==> src/pkg/cbs_pkg.sv <==
package cbs_pkg;
   // ------------------------------------------------------------
   // register map
   // ------------------------------------------------------------
   localparam logic [7:0] OUTPUT_SLEW_TRIM_ADDR  = 8'h4c; // slew trim register
   localparam logic [7:0] OUTPUT_SLEW_TRIM_RESET = 8'h66; // both codes at 6
   localparam logic [7:0] ENABLE_CTRL_LOW_ADDR   = 8'h01; // enables of outputs 0..5
   localparam logic [7:0] ENABLE_CTRL_HIGH_ADDR  = 8'h02; // enables of outputs 6..7
   localparam logic [7:0] ENABLE_READBACK_ADDR   = 8'h03; // enable pin levels
   localparam logic [7:0] OUTPUT_SETUP_ADDR      = 8'h08; // termination select
   localparam logic [7:0] ENABLE_CTRL_RESET      = 8'hff; // every enable bit set
   localparam logic [7:0] OUTPUT_SETUP_RESET     = 8'h00; // 85 ohm, low/low
   localparam logic [7:0] OUTPUT_SETUP_MASK      = 8'h3f; // bits 7:6 read zero
   // ------------------------------------------------------------
   // field positions
   // ------------------------------------------------------------
   localparam int UPPER_CODE_LSB = 4;  // upper group code bits 7:4
   localparam int LOWER_CODE_LSB = 0;  // lower group code bits 3:0
   localparam int CODE_WIDTH     = 4;
   localparam int TERM_SEL_BIT   = 5;  // 0 = 85 ohm, 1 = 100 ohm
   localparam int PD_TRI_BIT     = 4;  // power-down state: 0 low/low, 1 tristate
   localparam int NUM_OUTPUTS    = 8;
   localparam int GROUP_SIZE     = 4;
   // ------------------------------------------------------------
   // carriers
   // ------------------------------------------------------------
   typedef struct packed {
      logic       wr;    // one-cycle write strobe
      logic [7:0] addr;  // register address
      logic [7:0] wdata; // write data
   } cbs_req_s;

   typedef struct packed {
      logic [7:0] slew_trim;  // output_slew_trim
      logic [7:0] en_low;     // output_enable_ctrl_low
      logic [7:0] en_high;    // output_enable_ctrl_high
      logic [7:0] setup;      // termination and power-down style
      logic [7:0] rdata;      // registered read data
   } cbs_state_s;
endpackage

==> src/rtl/cbs_ctrl.sv <==
`timescale 1ns/100ps
// What this block does
// - slew trim register 0x4c, reset 0x66
// - bits 7:4 set upper group code
// - bits 3:0 set lower group code
// - outputs 0-3 lower, 4-7 upper group
// - code 0 least, f most capacitance
// - enable pins pulled down, float reads low
// - all register enable bits reset to one
// - default 85 ohm, alternative 100 ohm
// - enable bit zero disables, one enables only while its active-low pin reads low
module cbs_ctrl (
   input  wire logic             CORE_CLK_I,
   input  wire logic             RSTN_I,
   input  wire cbs_pkg::cbs_req_s REG_REQ_I,
   output logic      [7:0]       REG_RDATA_O,
   input  wire logic [7:0]       OE_N_I,
   input  wire logic [7:0]       OE_N_DRIVEN_I,
   output logic      [7:0]       CLK_OUT_EN_O,
   output logic      [7:0]       CLK_OUT_TRISTATE_O,
   output logic      [31:0]      SLEW_CODE_O,
   output logic                  TERM_100_OHM_O
);
   import cbs_pkg::*;

   // ------------------------------------------------------------
   // pin conditioning
   // ------------------------------------------------------------
   logic [15:0] sync_bus;  // drive flags above, pin levels below
   logic [7:0]  pin_sync;  // synchronised pin level, pulldown applied

   // pins are asynchronous: level and drive flag both pass two flops
   // before any gate sees them, so no logic sits ahead of the synchroniser
   cbs_sync #(
      .WIDTH (2 * NUM_OUTPUTS),
      .INIT  ('0)
   ) cbs_sync_inst (
      .CORE_CLK_I (CORE_CLK_I),
      .RSTN_I     (RSTN_I),
      .async_i    ({OE_N_DRIVEN_I, OE_N_I}),
      .sync_o     (sync_bus)
   );

   // an undriven pin reads low through its pulldown; a pin that starts
   // or stops being driven may show one stray cycle while both bits settle
   always_comb begin
      pin_sync = sync_bus[NUM_OUTPUTS +: NUM_OUTPUTS] & sync_bus[0 +: NUM_OUTPUTS];
   end

   // ------------------------------------------------------------
   // register file
   // ------------------------------------------------------------
   cbs_state_s state;      // all registered state
   cbs_state_s next_state; // its next value
   logic [7:0] reg_bit;    // flat view of per-output enable bits

   // write decode and read mux; reads return in the next cycle
   always_comb begin
      next_state = state;
      if (REG_REQ_I.wr) begin
         case (REG_REQ_I.addr)
            OUTPUT_SLEW_TRIM_ADDR: begin
               next_state.slew_trim = REG_REQ_I.wdata;
            end
            ENABLE_CTRL_LOW_ADDR: begin
               next_state.en_low = REG_REQ_I.wdata;
            end
            ENABLE_CTRL_HIGH_ADDR: begin
               next_state.en_high = REG_REQ_I.wdata;
            end
            OUTPUT_SETUP_ADDR: begin
               next_state.setup = REG_REQ_I.wdata & OUTPUT_SETUP_MASK;
            end
            default: begin
               // unmapped or read-only address: write ignored
            end
         endcase
      end
      // read data always tracks the addressed register
      case (REG_REQ_I.addr)
         OUTPUT_SLEW_TRIM_ADDR: next_state.rdata = state.slew_trim;
         ENABLE_CTRL_LOW_ADDR:  next_state.rdata = state.en_low;
         ENABLE_CTRL_HIGH_ADDR: next_state.rdata = state.en_high;
         ENABLE_READBACK_ADDR:  next_state.rdata = pin_sync;
         OUTPUT_SETUP_ADDR:     next_state.rdata = state.setup;
         default:               next_state.rdata = 8'h00;
      endcase
   end

   // register the whole state; reset values are constants
   always_ff @(posedge CORE_CLK_I or negedge RSTN_I) begin
      if (!RSTN_I) begin
         state.slew_trim <= OUTPUT_SLEW_TRIM_RESET;
         state.en_low    <= ENABLE_CTRL_RESET;
         state.en_high   <= ENABLE_CTRL_RESET;
         state.setup     <= OUTPUT_SETUP_RESET;
         state.rdata     <= 8'h00;
      end else begin
         state <= next_state;
      end
   end

   // ------------------------------------------------------------
   // output gating
   // ------------------------------------------------------------
   // the enable bits are scattered around reserved bits:
   // low register holds outputs 0,1 at bits 1,2 and 2..5 at bits 4..7
   always_comb begin
      reg_bit = {state.en_high[2], state.en_high[0], state.en_low[7:4],
                 state.en_low[2:1]};
   end

   // clock drives only with bit set and active-low pin asserted
   always_comb begin
      CLK_OUT_EN_O = reg_bit & ~pin_sync;
   end

   // disabled outputs park per the power-down style bit
   always_comb begin
      CLK_OUT_TRISTATE_O = ~CLK_OUT_EN_O & {NUM_OUTPUTS{state.setup[PD_TRI_BIT]}};
   end

   // each group shares one code; 0 least cap, f most, linear steps
   genvar g;
   generate
      for (g = 0; g < NUM_OUTPUTS; g++) begin : g_code
         if (g < GROUP_SIZE) begin : g_low
            assign SLEW_CODE_O[g*CODE_WIDTH +: CODE_WIDTH] =
               state.slew_trim[LOWER_CODE_LSB +: CODE_WIDTH];
         end else begin : g_high
            assign SLEW_CODE_O[g*CODE_WIDTH +: CODE_WIDTH] =
               state.slew_trim[UPPER_CODE_LSB +: CODE_WIDTH];
         end
      end
   endgenerate

   // termination: 0 keeps 85 ohm, 1 selects 100 ohm
   assign TERM_100_OHM_O = state.setup[TERM_SEL_BIT];
   assign REG_RDATA_O    = state.rdata;

   // ------------------------------------------------------------
   // checks
   // ------------------------------------------------------------
   trim_write_a : assert property (@(posedge CORE_CLK_I) disable iff (!RSTN_I)
      REG_REQ_I.wr && REG_REQ_I.addr == OUTPUT_SLEW_TRIM_ADDR |=>
      SLEW_CODE_O[31:28] == $past(REG_REQ_I.wdata[7:4]) &&
      SLEW_CODE_O[3:0] == $past(REG_REQ_I.wdata[3:0]))
      else $error("trim write not applied");
   // a read returns the trim as it stood before any write in that cycle
   trim_read_a : assert property (@(posedge CORE_CLK_I) disable iff (!RSTN_I)
      REG_REQ_I.addr == OUTPUT_SLEW_TRIM_ADDR |=>
      REG_RDATA_O == {$past(SLEW_CODE_O[31:28]), $past(SLEW_CODE_O[3:0])})
      else $error("trim readback wrong");
   upper_group_a : assert property (@(posedge CORE_CLK_I) disable iff (!RSTN_I)
      SLEW_CODE_O[19:16] == state.slew_trim[7:4] && SLEW_CODE_O[31:28] == SLEW_CODE_O[19:16])
      else $error("upper group code wrong");
   lower_group_a : assert property (@(posedge CORE_CLK_I) disable iff (!RSTN_I)
      SLEW_CODE_O[15:12] == state.slew_trim[3:0] && SLEW_CODE_O[3:0] == SLEW_CODE_O[15:12])
      else $error("lower group code wrong");
   trim_hold_a : assert property (@(posedge CORE_CLK_I) disable iff (!RSTN_I)
      !(REG_REQ_I.wr && REG_REQ_I.addr == OUTPUT_SLEW_TRIM_ADDR) |=> $stable(SLEW_CODE_O))
      else $error("trim changed without write");
   float_low_a : assert property (@(posedge CORE_CLK_I) disable iff (!RSTN_I)
      OE_N_DRIVEN_I == 8'h00 [*3] |-> pin_sync == 8'h00)
      else $error("floating pin not low");
   bit_off_a : assert property (@(posedge CORE_CLK_I) disable iff (!RSTN_I)
      REG_REQ_I.wr && REG_REQ_I.addr == ENABLE_CTRL_LOW_ADDR && !REG_REQ_I.wdata[1]
      |=> !CLK_OUT_EN_O[0])
      else $error("disabled output driven");
   upper_off_a : assert property (@(posedge CORE_CLK_I) disable iff (!RSTN_I)
      REG_REQ_I.wr && REG_REQ_I.addr == ENABLE_CTRL_HIGH_ADDR && !REG_REQ_I.wdata[0]
      |=> !CLK_OUT_EN_O[6])
      else $error("disabled upper output driven");
   gate_and_a : assert property (@(posedge CORE_CLK_I) disable iff (!RSTN_I)
      CLK_OUT_EN_O[7] == (state.en_high[2] && !pin_sync[7]))
      else $error("output gate mismatch");
   // a pin held high and driven for three cycles has reached the gate
   pin_block_a : assert property (@(posedge CORE_CLK_I) disable iff (!RSTN_I)
      (OE_N_I[3] && OE_N_DRIVEN_I[3]) [*3] |-> !CLK_OUT_EN_O[3])
      else $error("deasserted pin not obeyed");
   // a driven output is never parked, a parked style covers every idle one
   drive_park_a : assert property (@(posedge CORE_CLK_I) disable iff (!RSTN_I)
      (CLK_OUT_EN_O & CLK_OUT_TRISTATE_O) == 8'h00)
      else $error("driven output also tristated");
   park_all_a : assert property (@(posedge CORE_CLK_I) disable iff (!RSTN_I)
      state.setup[PD_TRI_BIT] |-> (CLK_OUT_EN_O | CLK_OUT_TRISTATE_O) == 8'hff)
      else $error("disabled output not tristated");
   term_sel_a : assert property (@(posedge CORE_CLK_I) disable iff (!RSTN_I)
      REG_REQ_I.wr && REG_REQ_I.addr == OUTPUT_SETUP_ADDR |=>
      TERM_100_OHM_O == $past(REG_REQ_I.wdata[TERM_SEL_BIT]))
      else $error("termination select wrong");
endmodule

==> src/rtl/cbs_sync.sv <==
`timescale 1ns/100ps
// two-stage synchroniser for a bus of pin levels
module cbs_sync #(
   parameter int           WIDTH = 8,
   parameter logic [WIDTH-1:0] INIT = '0
) (
   input  wire logic             CORE_CLK_I,
   input  wire logic             RSTN_I,
   input  wire logic [WIDTH-1:0] async_i,
   output logic      [WIDTH-1:0] sync_o
);
   // ------------------------------------------------------------
   // state
   // ------------------------------------------------------------
   typedef struct packed {
      logic [WIDTH-1:0] meta; // first stage, read only by second
      logic [WIDTH-1:0] sync; // second stage
   } cbs_sync_s;

   cbs_sync_s state;
   cbs_sync_s next_state;

   // shift one stage per clock
   always_comb begin
      next_state.meta = async_i;
      next_state.sync = state.meta;
   end

   // constant reset, no port value taken under reset
   always_ff @(posedge CORE_CLK_I or negedge RSTN_I) begin
      if (!RSTN_I) begin
         state <= {INIT, INIT};
      end else begin
         state <= next_state;
      end
   end

   assign sync_o = state.sync;
endmodule

==> config.mk <==
export PLATFORM = sky130hd
export DESIGN_NAME = cbs_ctrl
export DESIGN_NICKNAME = d
export VERILOG_FILES = /design/src/pkg/cbs_pkg.sv /design/src/rtl/cbs_ctrl.sv /design/src/rtl/cbs_sync.sv
export SDC_FILE = /design/constraint.sdc
export NUM_CORES = 1
export LEC_CHECK = 0
export ABC_AREA = 1
export BUFFER_PORTS_ARGS = -buffer_cell sky130_fd_sc_hd__buf_2
export CORE_MARGIN = 5
export CORE_UTILIZATION = 40
export DETAILED_ROUTE_END_ITERATION = 16
export SKIP_CTS_REPAIR_TIMING = 1
export SYNTH_ARGS = -nofsm -noshare
export SYNTH_HDL_FRONTEND = slang
export SYNTH_SLANG_ARGS = --single-unit
==> constraint.sdc <==
create_clock -name CORE_CLK_I -period 0.9 [get_ports CORE_CLK_I]
set_input_delay 0.045 -clock CORE_CLK_I [delete_from_list [all_inputs] [get_ports CORE_CLK_I]]
set_output_delay 0.045 -clock CORE_CLK_I [all_outputs]
set_load 0.03 [all_outputs]
==> results of run 1 <==
## per-layer routing
metal / global-route usage (%) / vias up
li1: - / 1235
met1: 18.1 / 1170
met2: 22.7 / 81
met3: 3.72 / 10
met4: 5.04 / 0
met5: 0 / -
## cell usage in the layout, fill, tap and decap left out, drive strengths merged
| master | synthesis | layout |
|---|---|---|
| a21oi | 2 | 2 |
| and2 | 7 | 7 |
| buf | 45 | 119 |
| bufinv | 0 | 2 |
| clkbuf | 0 | 10 |
| clkinv | 1 | 3 |
| clkinvlp | 0 | 1 |
| dfrtp | 50 | 50 |
| dfstp | 20 | 20 |
| dlygate4sd3 | 0 | 25 |
| inv | 21 | 22 |
| nand2 | 90 | 90 |
| nand3 | 32 | 32 |
| nand3b | 7 | 7 |
| nand4 | 3 | 3 |
| nor2 | 33 | 33 |
| o21ai | 22 | 22 |
## cells by family after synthesis
| group | synth area share, % |
|---|---|
| compound gates | 4.47 |
| flops | 55.7 |
| simple gates | 26.6 |
| buf+inv | 13.3 |
## worst register-to-register path, stage by stage (launching register included)
cell	delay [ns]
dfstp_2	0.61
buf_6	0.12
inv_4	0.03
nor2_2	0.06
nor2_1	0.04
nand2_1	0.05
## power by group
part	switching, uW	leakage (uW)	internal [uW]
Clock	1160	0.000107	1580
Sequential	110	0.000810	3340
Combinational	802	0.00144	667
## how the worst min path moves through the flow
stage,startpoint,slack [ns],endpoint,cells past startpoint
final,REG_REQ_I[12],0.11,reg_bit[1],6
after global routing,REG_REQ_I[16],0.12,reg_bit[3],4
after CTS,RSTN_I,-0.30,cbs_sync_inst.next_state[3],2
after detailed placement,RSTN_I,0.09,cbs_sync_inst.next_state[3],2
after floorplan,RSTN_I,-0.25,REG_RDATA_O[0],0
after global placement,RSTN_I,0.09,cbs_sync_inst.next_state[3],2
## area by class of cell
cell class              instances  area [um^2]  area share (%)
inverters                      22         91.3            1.94
flip-flops and latches         70         1780            37.8
repair buffers                144         1370            28.9
clock buffers                  10          128            2.71
multi-input cells             196         1130            24.0
clock inverters                 6         93.8            1.99
well taps                     102          128            2.71
## cells in the mapped netlist
cell type   n  area, um^2
nor2_8      2        40.0
nand3_1    32         160
and2_4      1        8.76
buf_4      42         315
buf_2       2        10.0
nand2_1    82         308
inv_2       4        15.0
buf_8       1        15.0
nor2_4      5        56.3
nor2_2      1        6.26
o21ai_0    14        70.1
inv_1      17        63.8
a21oi_1     2        10.0
o21ai_1     2        10.0
nand4_1     3        18.8
dfstp_2    20         526
nand3b_1    7        52.6
clkinv_1    1        3.75
nor2_1     25        93.8
nand2_2     5        31.3
and2_1      6        37.5
dfrtp_1    50        1250
o21ai_2     6        52.6
nand2_4     3        33.8
## through the flow
step | power [uW] | setup TNS, ns | util (%)
2_1_floorplan | 4280 | -0.150 | -
3_3_place_gp | 4580 | -4.40 | 48.5
3_5_place_dp | 4590 | -4.86 | 48.5
4_1_cts | 7380 | -14.45 | 51.4
5_1_grt | 7980 | -14.42 | 61.0
6_report | 7660 | -11.57 | 61.0
## sequential cells by signal, indices dropped and copies added, names as in the netlist
name	cells
cbs_sync_inst.next_state	16
reg_bit	8
cbs_sync_inst.sync_o	16
state	13
REG_RDATA_O	8
TERM_100_OHM_O	1
SLEW_CODE_O	8
==> impl_metrics.xml, run 1 <==
<?xml version="1.0" encoding="UTF-8"?>
<metrics>
  <group name="outcome">
    <metric name="status" unit="">finished, violations left</metric>
    <metric name="violated_checks" unit="">setup timing</metric>
  </group>
  <group name="place">
    <metric name="post-place-ws" unit="ns">-0.169</metric>
    <metric name="place_area" unit="mm^2">0.00375</metric>
    <metric name="io_buffers" unit="">91</metric>
    <metric name="dpl.hpwl" unit="um">5120</metric>
    <metric name="post-place-cells" unit="">502</metric>
    <metric name="gp_congestion" unit="">0.894</metric>
  </group>
  <group name="critical_path">
    <metric name="critical-path-slowest-cell" unit="">dfstp_2</metric>
    <metric name="timing.critical_path.buf_inv" unit="">2</metric>
    <metric name="stages_on_worst_setup_path" unit="">4</metric>
    <metric name="worst-setup-path-type" unit="">flip-flop to primary output</metric>
    <metric name="regToRegEndpoint" unit="">REG_RDATA_O[5]</metric>
    <metric name="r2r-start" unit="">SLEW_CODE_O[17]</metric>
    <metric name="startpoint" unit="">reg_bit[7]</metric>
    <metric name="path_cells" unit="">inv_4 &gt; a21oi_4 &gt; nor2_4 &gt; buf_6</metric>
    <metric name="critical_path.max_stage_delay" unit="ns">0.56</metric>
    <metric name="worst_path_dominant_cell_family" unit="">flip-flops</metric>
    <metric name="worstPathRequired" unit="ns">0.85</metric>
    <metric name="startpoint_type" unit="">flip-flop</metric>
    <metric name="rrSetupSlack" unit="ns">-0.07</metric>
    <metric name="maximum_fanout_along_the_worst_path" unit="">2</metric>
    <metric name="crit_path_end_kind" unit="">primary output</metric>
    <metric name="crit_path_end" unit="">CLK_OUT_TRISTATE_O[7]</metric>
    <metric name="cp_data_arrival_time" unit="ns">1.28</metric>
    <metric name="worstRegToRegCells" unit="">5</metric>
  </group>
  <group name="global_route">
    <metric name="grt_antenna_before_repair" unit="">0</metric>
    <metric name="grt_max_degree" unit="">71</metric>
    <metric name="wire_length_of_the_first_global_routing_pass" unit="um">10900</metric>
    <metric name="first_global_vias" unit="">2258</metric>
    <metric name="gr-usage-all-layers" unit="%">14.0</metric>
    <metric name="overall_overflow_remaining_after_global_route" unit="">0</metric>
  </group>
  <group name="finish">
    <metric name="antennaDiodeCount" unit="">0</metric>
    <metric name="num-nets-final" unit="">478</metric>
    <metric name="final_layout_size_suffix_gt1_share" unit="%">48.7</metric>
    <metric name="filler_cell_count" unit="">650</metric>
    <metric name="total_non_filler_cell_area_in_the_finished_layout" unit="mm^2">0.00472</metric>
    <metric name="flow.area_growth_from_synthesis" unit="%">47.9</metric>
    <metric name="finalNonFillerCells" unit="">550</metric>
  </group>
  <group name="synth">
    <metric name="yosys_synthesis_warning_count" unit="">0</metric>
    <metric name="mappedNetlistArea" unit="mm^2">0.00319</metric>
    <metric name="ys_seq_area_share" unit="%">55.7</metric>
    <metric name="yosys.cell_types.count" unit="">24</metric>
    <metric name="synthesis.area_per_instance" unit="um^2">9.58</metric>
    <metric name="post_synth_inst_count" unit="">333</metric>
    <metric name="mappedNetlistNets" unit="">368</metric>
    <metric name="synth.ff_latch_count" unit="">70</metric>
  </group>
  <group name="routing">
    <metric name="detailroute.wirelength.met3" unit="um">442</metric>
    <metric name="drt_pass1_iterations" unit="">4</metric>
    <metric name="route.vias.total" unit="">2496</metric>
    <metric name="wirelength_met1" unit="um">3050</metric>
    <metric name="drt_wl_total" unit="um">7340</metric>
    <metric name="maxUsedRoutingLayer" unit="">met4</metric>
    <metric name="drt-wirelength-per-cell" unit="um">13.4</metric>
    <metric name="drt_drc_violations_left" unit="">0</metric>
    <metric name="met2_length" unit="um">3760</metric>
    <metric name="route.antenna.remaining_nets" unit="">0</metric>
    <metric name="vias_cell" unit="">4.54</metric>
    <metric name="drt_iter0_drc" unit="">66</metric>
  </group>
  <group name="clock_tree">
    <metric name="root_buffer" unit="">clkbuf_8</metric>
    <metric name="cts_inserted_buffers" unit="">9</metric>
    <metric name="cts_tree" unit="">yes</metric>
    <metric name="cts_max_path_buffers" unit="">2</metric>
    <metric name="cts_num_sinks" unit="">70</metric>
    <metric name="h-tree-depth" unit="">3</metric>
    <metric name="clkTransAtPathRegs" unit="ns">0.08</metric>
    <metric name="clock_latency" unit="ns">0.34</metric>
  </group>
  <group name="timing">
    <metric name="final-hold-violation-count" unit="">0</metric>
    <metric name="finalWorstSetupSlack" unit="ns">-0.422</metric>
    <metric name="hold-worst-slack" unit="ns">0.105</metric>
    <metric name="slew_violations" unit="">0</metric>
    <metric name="clock.fmax" unit="MHz">756</metric>
    <metric name="layout_min_cycle_time" unit="ns">1.32</metric>
    <metric name="timing.slew.headroom" unit="%">77.0</metric>
    <metric name="post-route-period-util" unit="%">147</metric>
    <metric name="setup_repair_after_global_routing_missed_its_margin" unit="">yes</metric>
    <metric name="worst_slew_pin_slew" unit="ns">0.345</metric>
    <metric name="setup-violations-final" unit="">57</metric>
    <metric name="finalClockSkew" unit="ns">0.00650</metric>
  </group>
  <group name="pwr">
    <metric name="static-leakage-power" unit="uW">0.00236</metric>
    <metric name="power_density" unit="mW/mm^2">1620</metric>
    <metric name="worst_ir_drop_vdd" unit="mV">1.23</metric>
  </group>
  <group name="floorplan">
    <metric name="ios" unit="">92</metric>
    <metric name="core_area" unit="mm^2">0.00773</metric>
    <metric name="die_area" unit="mm^2">0.00986</metric>
    <metric name="die_width" unit="um">99.3</metric>
    <metric name="number_of_cell_rows" unit="">32</metric>
    <metric name="floorplan.die.height" unit="um">99.3</metric>
    <metric name="initial_utilization" unit="%">41.3</metric>
  </group>
  <group name="job">
    <metric name="max_capacitance_violation_count" unit="">0</metric>
  </group>
  <group name="worst_hold_path">
    <metric name="holdCritPathClass" unit="">input port to flip-flop</metric>
  </group>
</metrics>
No activity file was read; power rests on OpenSTA's default activity.
==> run 2: changes to the inputs <==
- CELL_PAD_IN_SITES_DETAIL_PLACEMENT: unset -> 0
- CELL_PAD_IN_SITES_GLOBAL_PLACEMENT: unset -> 1
- CORE_ASPECT_RATIO: unset -> 1.1
- CORE_UTILIZATION: 40 -> 39
- PLACE_DENSITY_LB_ADDON: unset -> 0.1
==> run 2 against run 1 <==
Against the previous run: the run still ends with setup timing left; worst setup slack improved by 0.0086 ns; first-iteration DRC count grew 42%; cell count grew 1.1%; utilization down 1.7 points; sequential share of layout area about the same; final area is essentially flat; fmax grew 0.65%; clock power up 6%; register-to-register slack is essentially flat; via count down 1.4%; global-route usage increased by 1.1 points; sequential power is essentially flat.
==> impl_metrics.xml, run 2 (synthesis gave the netlist of run 1 again) <==
<?xml version="1.0" encoding="UTF-8"?>
<metrics>
  <group name="outcome">
    <metric name="status" unit="">finished, violations left</metric>
    <metric name="violated_checks" unit="">setup timing</metric>
  </group>
  <group name="routing">
    <metric name="drt_drc_violations_left" unit="">0</metric>
    <metric name="vias_cell" unit="">4.43</metric>
    <metric name="route.antenna.remaining_nets" unit="">0</metric>
    <metric name="drt_pass1_iterations" unit="">4</metric>
    <metric name="drt-wirelength-per-cell" unit="um">13.6</metric>
    <metric name="route.vias.total" unit="">2462</metric>
    <metric name="drt_iter0_drc" unit="">94</metric>
    <metric name="drt_wl_total" unit="um">7590</metric>
  </group>
  <group name="critical_path">
    <metric name="maximum_fanout_along_the_worst_path" unit="">2</metric>
    <metric name="worst-setup-path-type" unit="">flip-flop to primary output</metric>
    <metric name="cp_data_arrival_time" unit="ns">1.27</metric>
    <metric name="crit_path_end" unit="">CLK_OUT_TRISTATE_O[7]</metric>
    <metric name="rrSetupSlack" unit="ns">-0.08</metric>
    <metric name="regToRegEndpoint" unit="">REG_RDATA_O[5]</metric>
    <metric name="worstPathRequired" unit="ns">0.85</metric>
    <metric name="worstRegToRegCells" unit="">5</metric>
    <metric name="critical-path-slowest-cell" unit="">dfstp_2</metric>
    <metric name="r2r-start" unit="">SLEW_CODE_O[17]</metric>
    <metric name="startpoint" unit="">reg_bit[7]</metric>
    <metric name="critical_path.max_stage_delay" unit="ns">0.56</metric>
    <metric name="path_cells" unit="">inv_4 &gt; a21oi_4 &gt; nor2_4 &gt; buf_6</metric>
    <metric name="startpoint_type" unit="">flip-flop</metric>
    <metric name="crit_path_end_kind" unit="">primary output</metric>
  </group>
  <group name="finish">
    <metric name="num-nets-final" unit="">478</metric>
    <metric name="util_after_layout" unit="%">59.3</metric>
    <metric name="flow.area_growth_from_synthesis" unit="%">47.9</metric>
    <metric name="most-common-layout-cells" unit="">80 x nand2_1, 62 x buf_6, 46 x dfrtp_1</metric>
    <metric name="layout_commonest_cell" unit="">nand2_1</metric>
    <metric name="final_layout_size_suffix_gt1_share" unit="%">49.3</metric>
    <metric name="antennaDiodeCount" unit="">0</metric>
  </group>
  <group name="floorplan">
    <metric name="initial_utilization" unit="%">40.1</metric>
    <metric name="number_of_cell_rows" unit="">34</metric>
    <metric name="ios" unit="">92</metric>
    <metric name="floorplan.die.height" unit="um">105</metric>
    <metric name="core_area" unit="mm^2">0.00796</metric>
    <metric name="die_width" unit="um">96.2</metric>
    <metric name="die_area" unit="mm^2">0.0101</metric>
  </group>
  <group name="timing">
    <metric name="setup-violations-final" unit="">60</metric>
    <metric name="layout_min_cycle_time" unit="ns">1.31</metric>
    <metric name="hold-worst-slack" unit="ns">0.111</metric>
    <metric name="setup_repair_after_global_routing_missed_its_margin" unit="">yes</metric>
    <metric name="finalClockSkew" unit="ns">0.00529</metric>
    <metric name="timing.slew.headroom" unit="%">75.0</metric>
    <metric name="post-route-period-util" unit="%">146</metric>
    <metric name="slew_violations" unit="">0</metric>
    <metric name="final-hold-violation-count" unit="">0</metric>
    <metric name="clock.fmax" unit="MHz">761</metric>
    <metric name="finalWorstSetupSlack" unit="ns">-0.414</metric>
    <metric name="worst_slew_pin_slew" unit="ns">0.376</metric>
  </group>
  <group name="pwr">
    <metric name="sequential_power_share" unit="%">44.2</metric>
    <metric name="switching_share" unit="%">27.6</metric>
    <metric name="cellInternalPower" unit="uW">5660</metric>
    <metric name="static-leakage-power" unit="uW">0.00235</metric>
    <metric name="p_comb_share" unit="%">18.7</metric>
    <metric name="power_density" unit="mW/mm^2">1660</metric>
    <metric name="clk_pwr_share" unit="%">37.1</metric>
    <metric name="switchingPower" unit="uW">2160</metric>
    <metric name="worst_ir_drop_vdd" unit="mV">1.06</metric>
  </group>
  <group name="global_route">
    <metric name="wire_length_of_the_first_global_routing_pass" unit="um">11700</metric>
    <metric name="grt_antenna_before_repair" unit="">0</metric>
    <metric name="gr-usage-all-layers" unit="%">15.1</metric>
    <metric name="first_global_vias" unit="">2298</metric>
    <metric name="grt_max_degree" unit="">71</metric>
    <metric name="overall_overflow_remaining_after_global_route" unit="">0</metric>
  </group>
  <group name="clock_tree">
    <metric name="cts_num_sinks" unit="">70</metric>
    <metric name="h-tree-depth" unit="">3</metric>
    <metric name="cts_max_path_buffers" unit="">2</metric>
    <metric name="cts_tree" unit="">yes</metric>
    <metric name="root_buffer" unit="">clkbuf_8</metric>
    <metric name="clkTransAtPathRegs" unit="ns">0.08</metric>
    <metric name="clock_latency" unit="ns">0.34</metric>
    <metric name="cts_inserted_buffers" unit="">9</metric>
  </group>
  <group name="place">
    <metric name="dpl.hpwl" unit="um">5260</metric>
    <metric name="gp_congestion" unit="">0.780</metric>
    <metric name="io_buffers" unit="">91</metric>
  </group>
  <group name="worst_hold_path">
    <metric name="holdCritPathClass" unit="">input port to flip-flop</metric>
  </group>
  <group name="job">
    <metric name="max_capacitance_violation_count" unit="">0</metric>
  </group>
</metrics>
[run 2: cell counts in the layout (fill, tap and decap cells not counted)]
Identical to the previous run, type by type.
[run 2: power by group through the flow]
stage	registers (uW)	logic [uW]	clock network [uW]
5_1_grt	3480	1560	3110
4_1_cts	3420	1120	2970
3_3_place_gp	3470	1110	0
6_report	3460	1460	2900
2_1_floorplan	3470	808	0
3_5_place_dp	3480	1120	0
[run 2: how the worst min path moves through the flow]
stage	depth (start not counted)	start	slack [ns]	end
detailed placement	2	RSTN_I	0.1	cbs_sync_inst.next_state[6]
floorplan	0	RSTN_I	-0.25	REG_RDATA_O[0]
finish	4	REG_REQ_I[16]	0.11	state[27]
global placement	2	RSTN_I	0.1	cbs_sync_inst.next_state[6]
global route	4	REG_REQ_I[16]	0.12	state[27]
CTS	2	RSTN_I	-0.27	cbs_sync_inst.next_state[6]
[run 2: final cells by class]
type / count / area (um^2)
Clock buffer: 10 / 138
Clock inverter: 6 / 93.8
Fill cell: 706 / 3240
Inverter: 22 / 93.8
Multi-Input combinational cell: 196 / 1130
Sequential cell: 70 / 1780
Tap cell: 108 / 135
Timing Repair Buffer: 144 / 1340
[run 2: worst max-delay path: cells and delay by family, from the launching register on]
kind,cells,cell delay (ns)
AND/OR/NAND/NOR,1,0.04
AO/OA/AOI/OAI,1,0.15
flip-flops,1,0.56
buffers and inverters,2,0.18
[run 2: routing by layer]
layer	vias up	wire length (um)	global-route usage, %
met3	13	404	2.88
met4	0	128	6.10
met1	1131	3460	21.4
li1	1238	-	-
met2	80	3600	22.7
met5	-	0	0
[run 2: per-stage QoR]
| step | total power [uW] | TNS, ns | instance area [um^2] | std cells | worst slack, ns |
|---|---|---|---|---|---|
| after floorplan | 4280 | -0.150 | 3290 | 333 | -0.0752 |
| after global placement | 4590 | -5.26 | 3750 | 508 | -0.164 |
| after detailed placement | 4600 | -6.47 | 3750 | 508 | -0.203 |
| after CTS | 7510 | -13.29 | 3980 | 524 | -0.465 |
| after global routing | 8150 | -14.27 | 4720 | 556 | -0.451 |
| final | 7820 | -11.51 | 4720 | 556 | -0.414 |
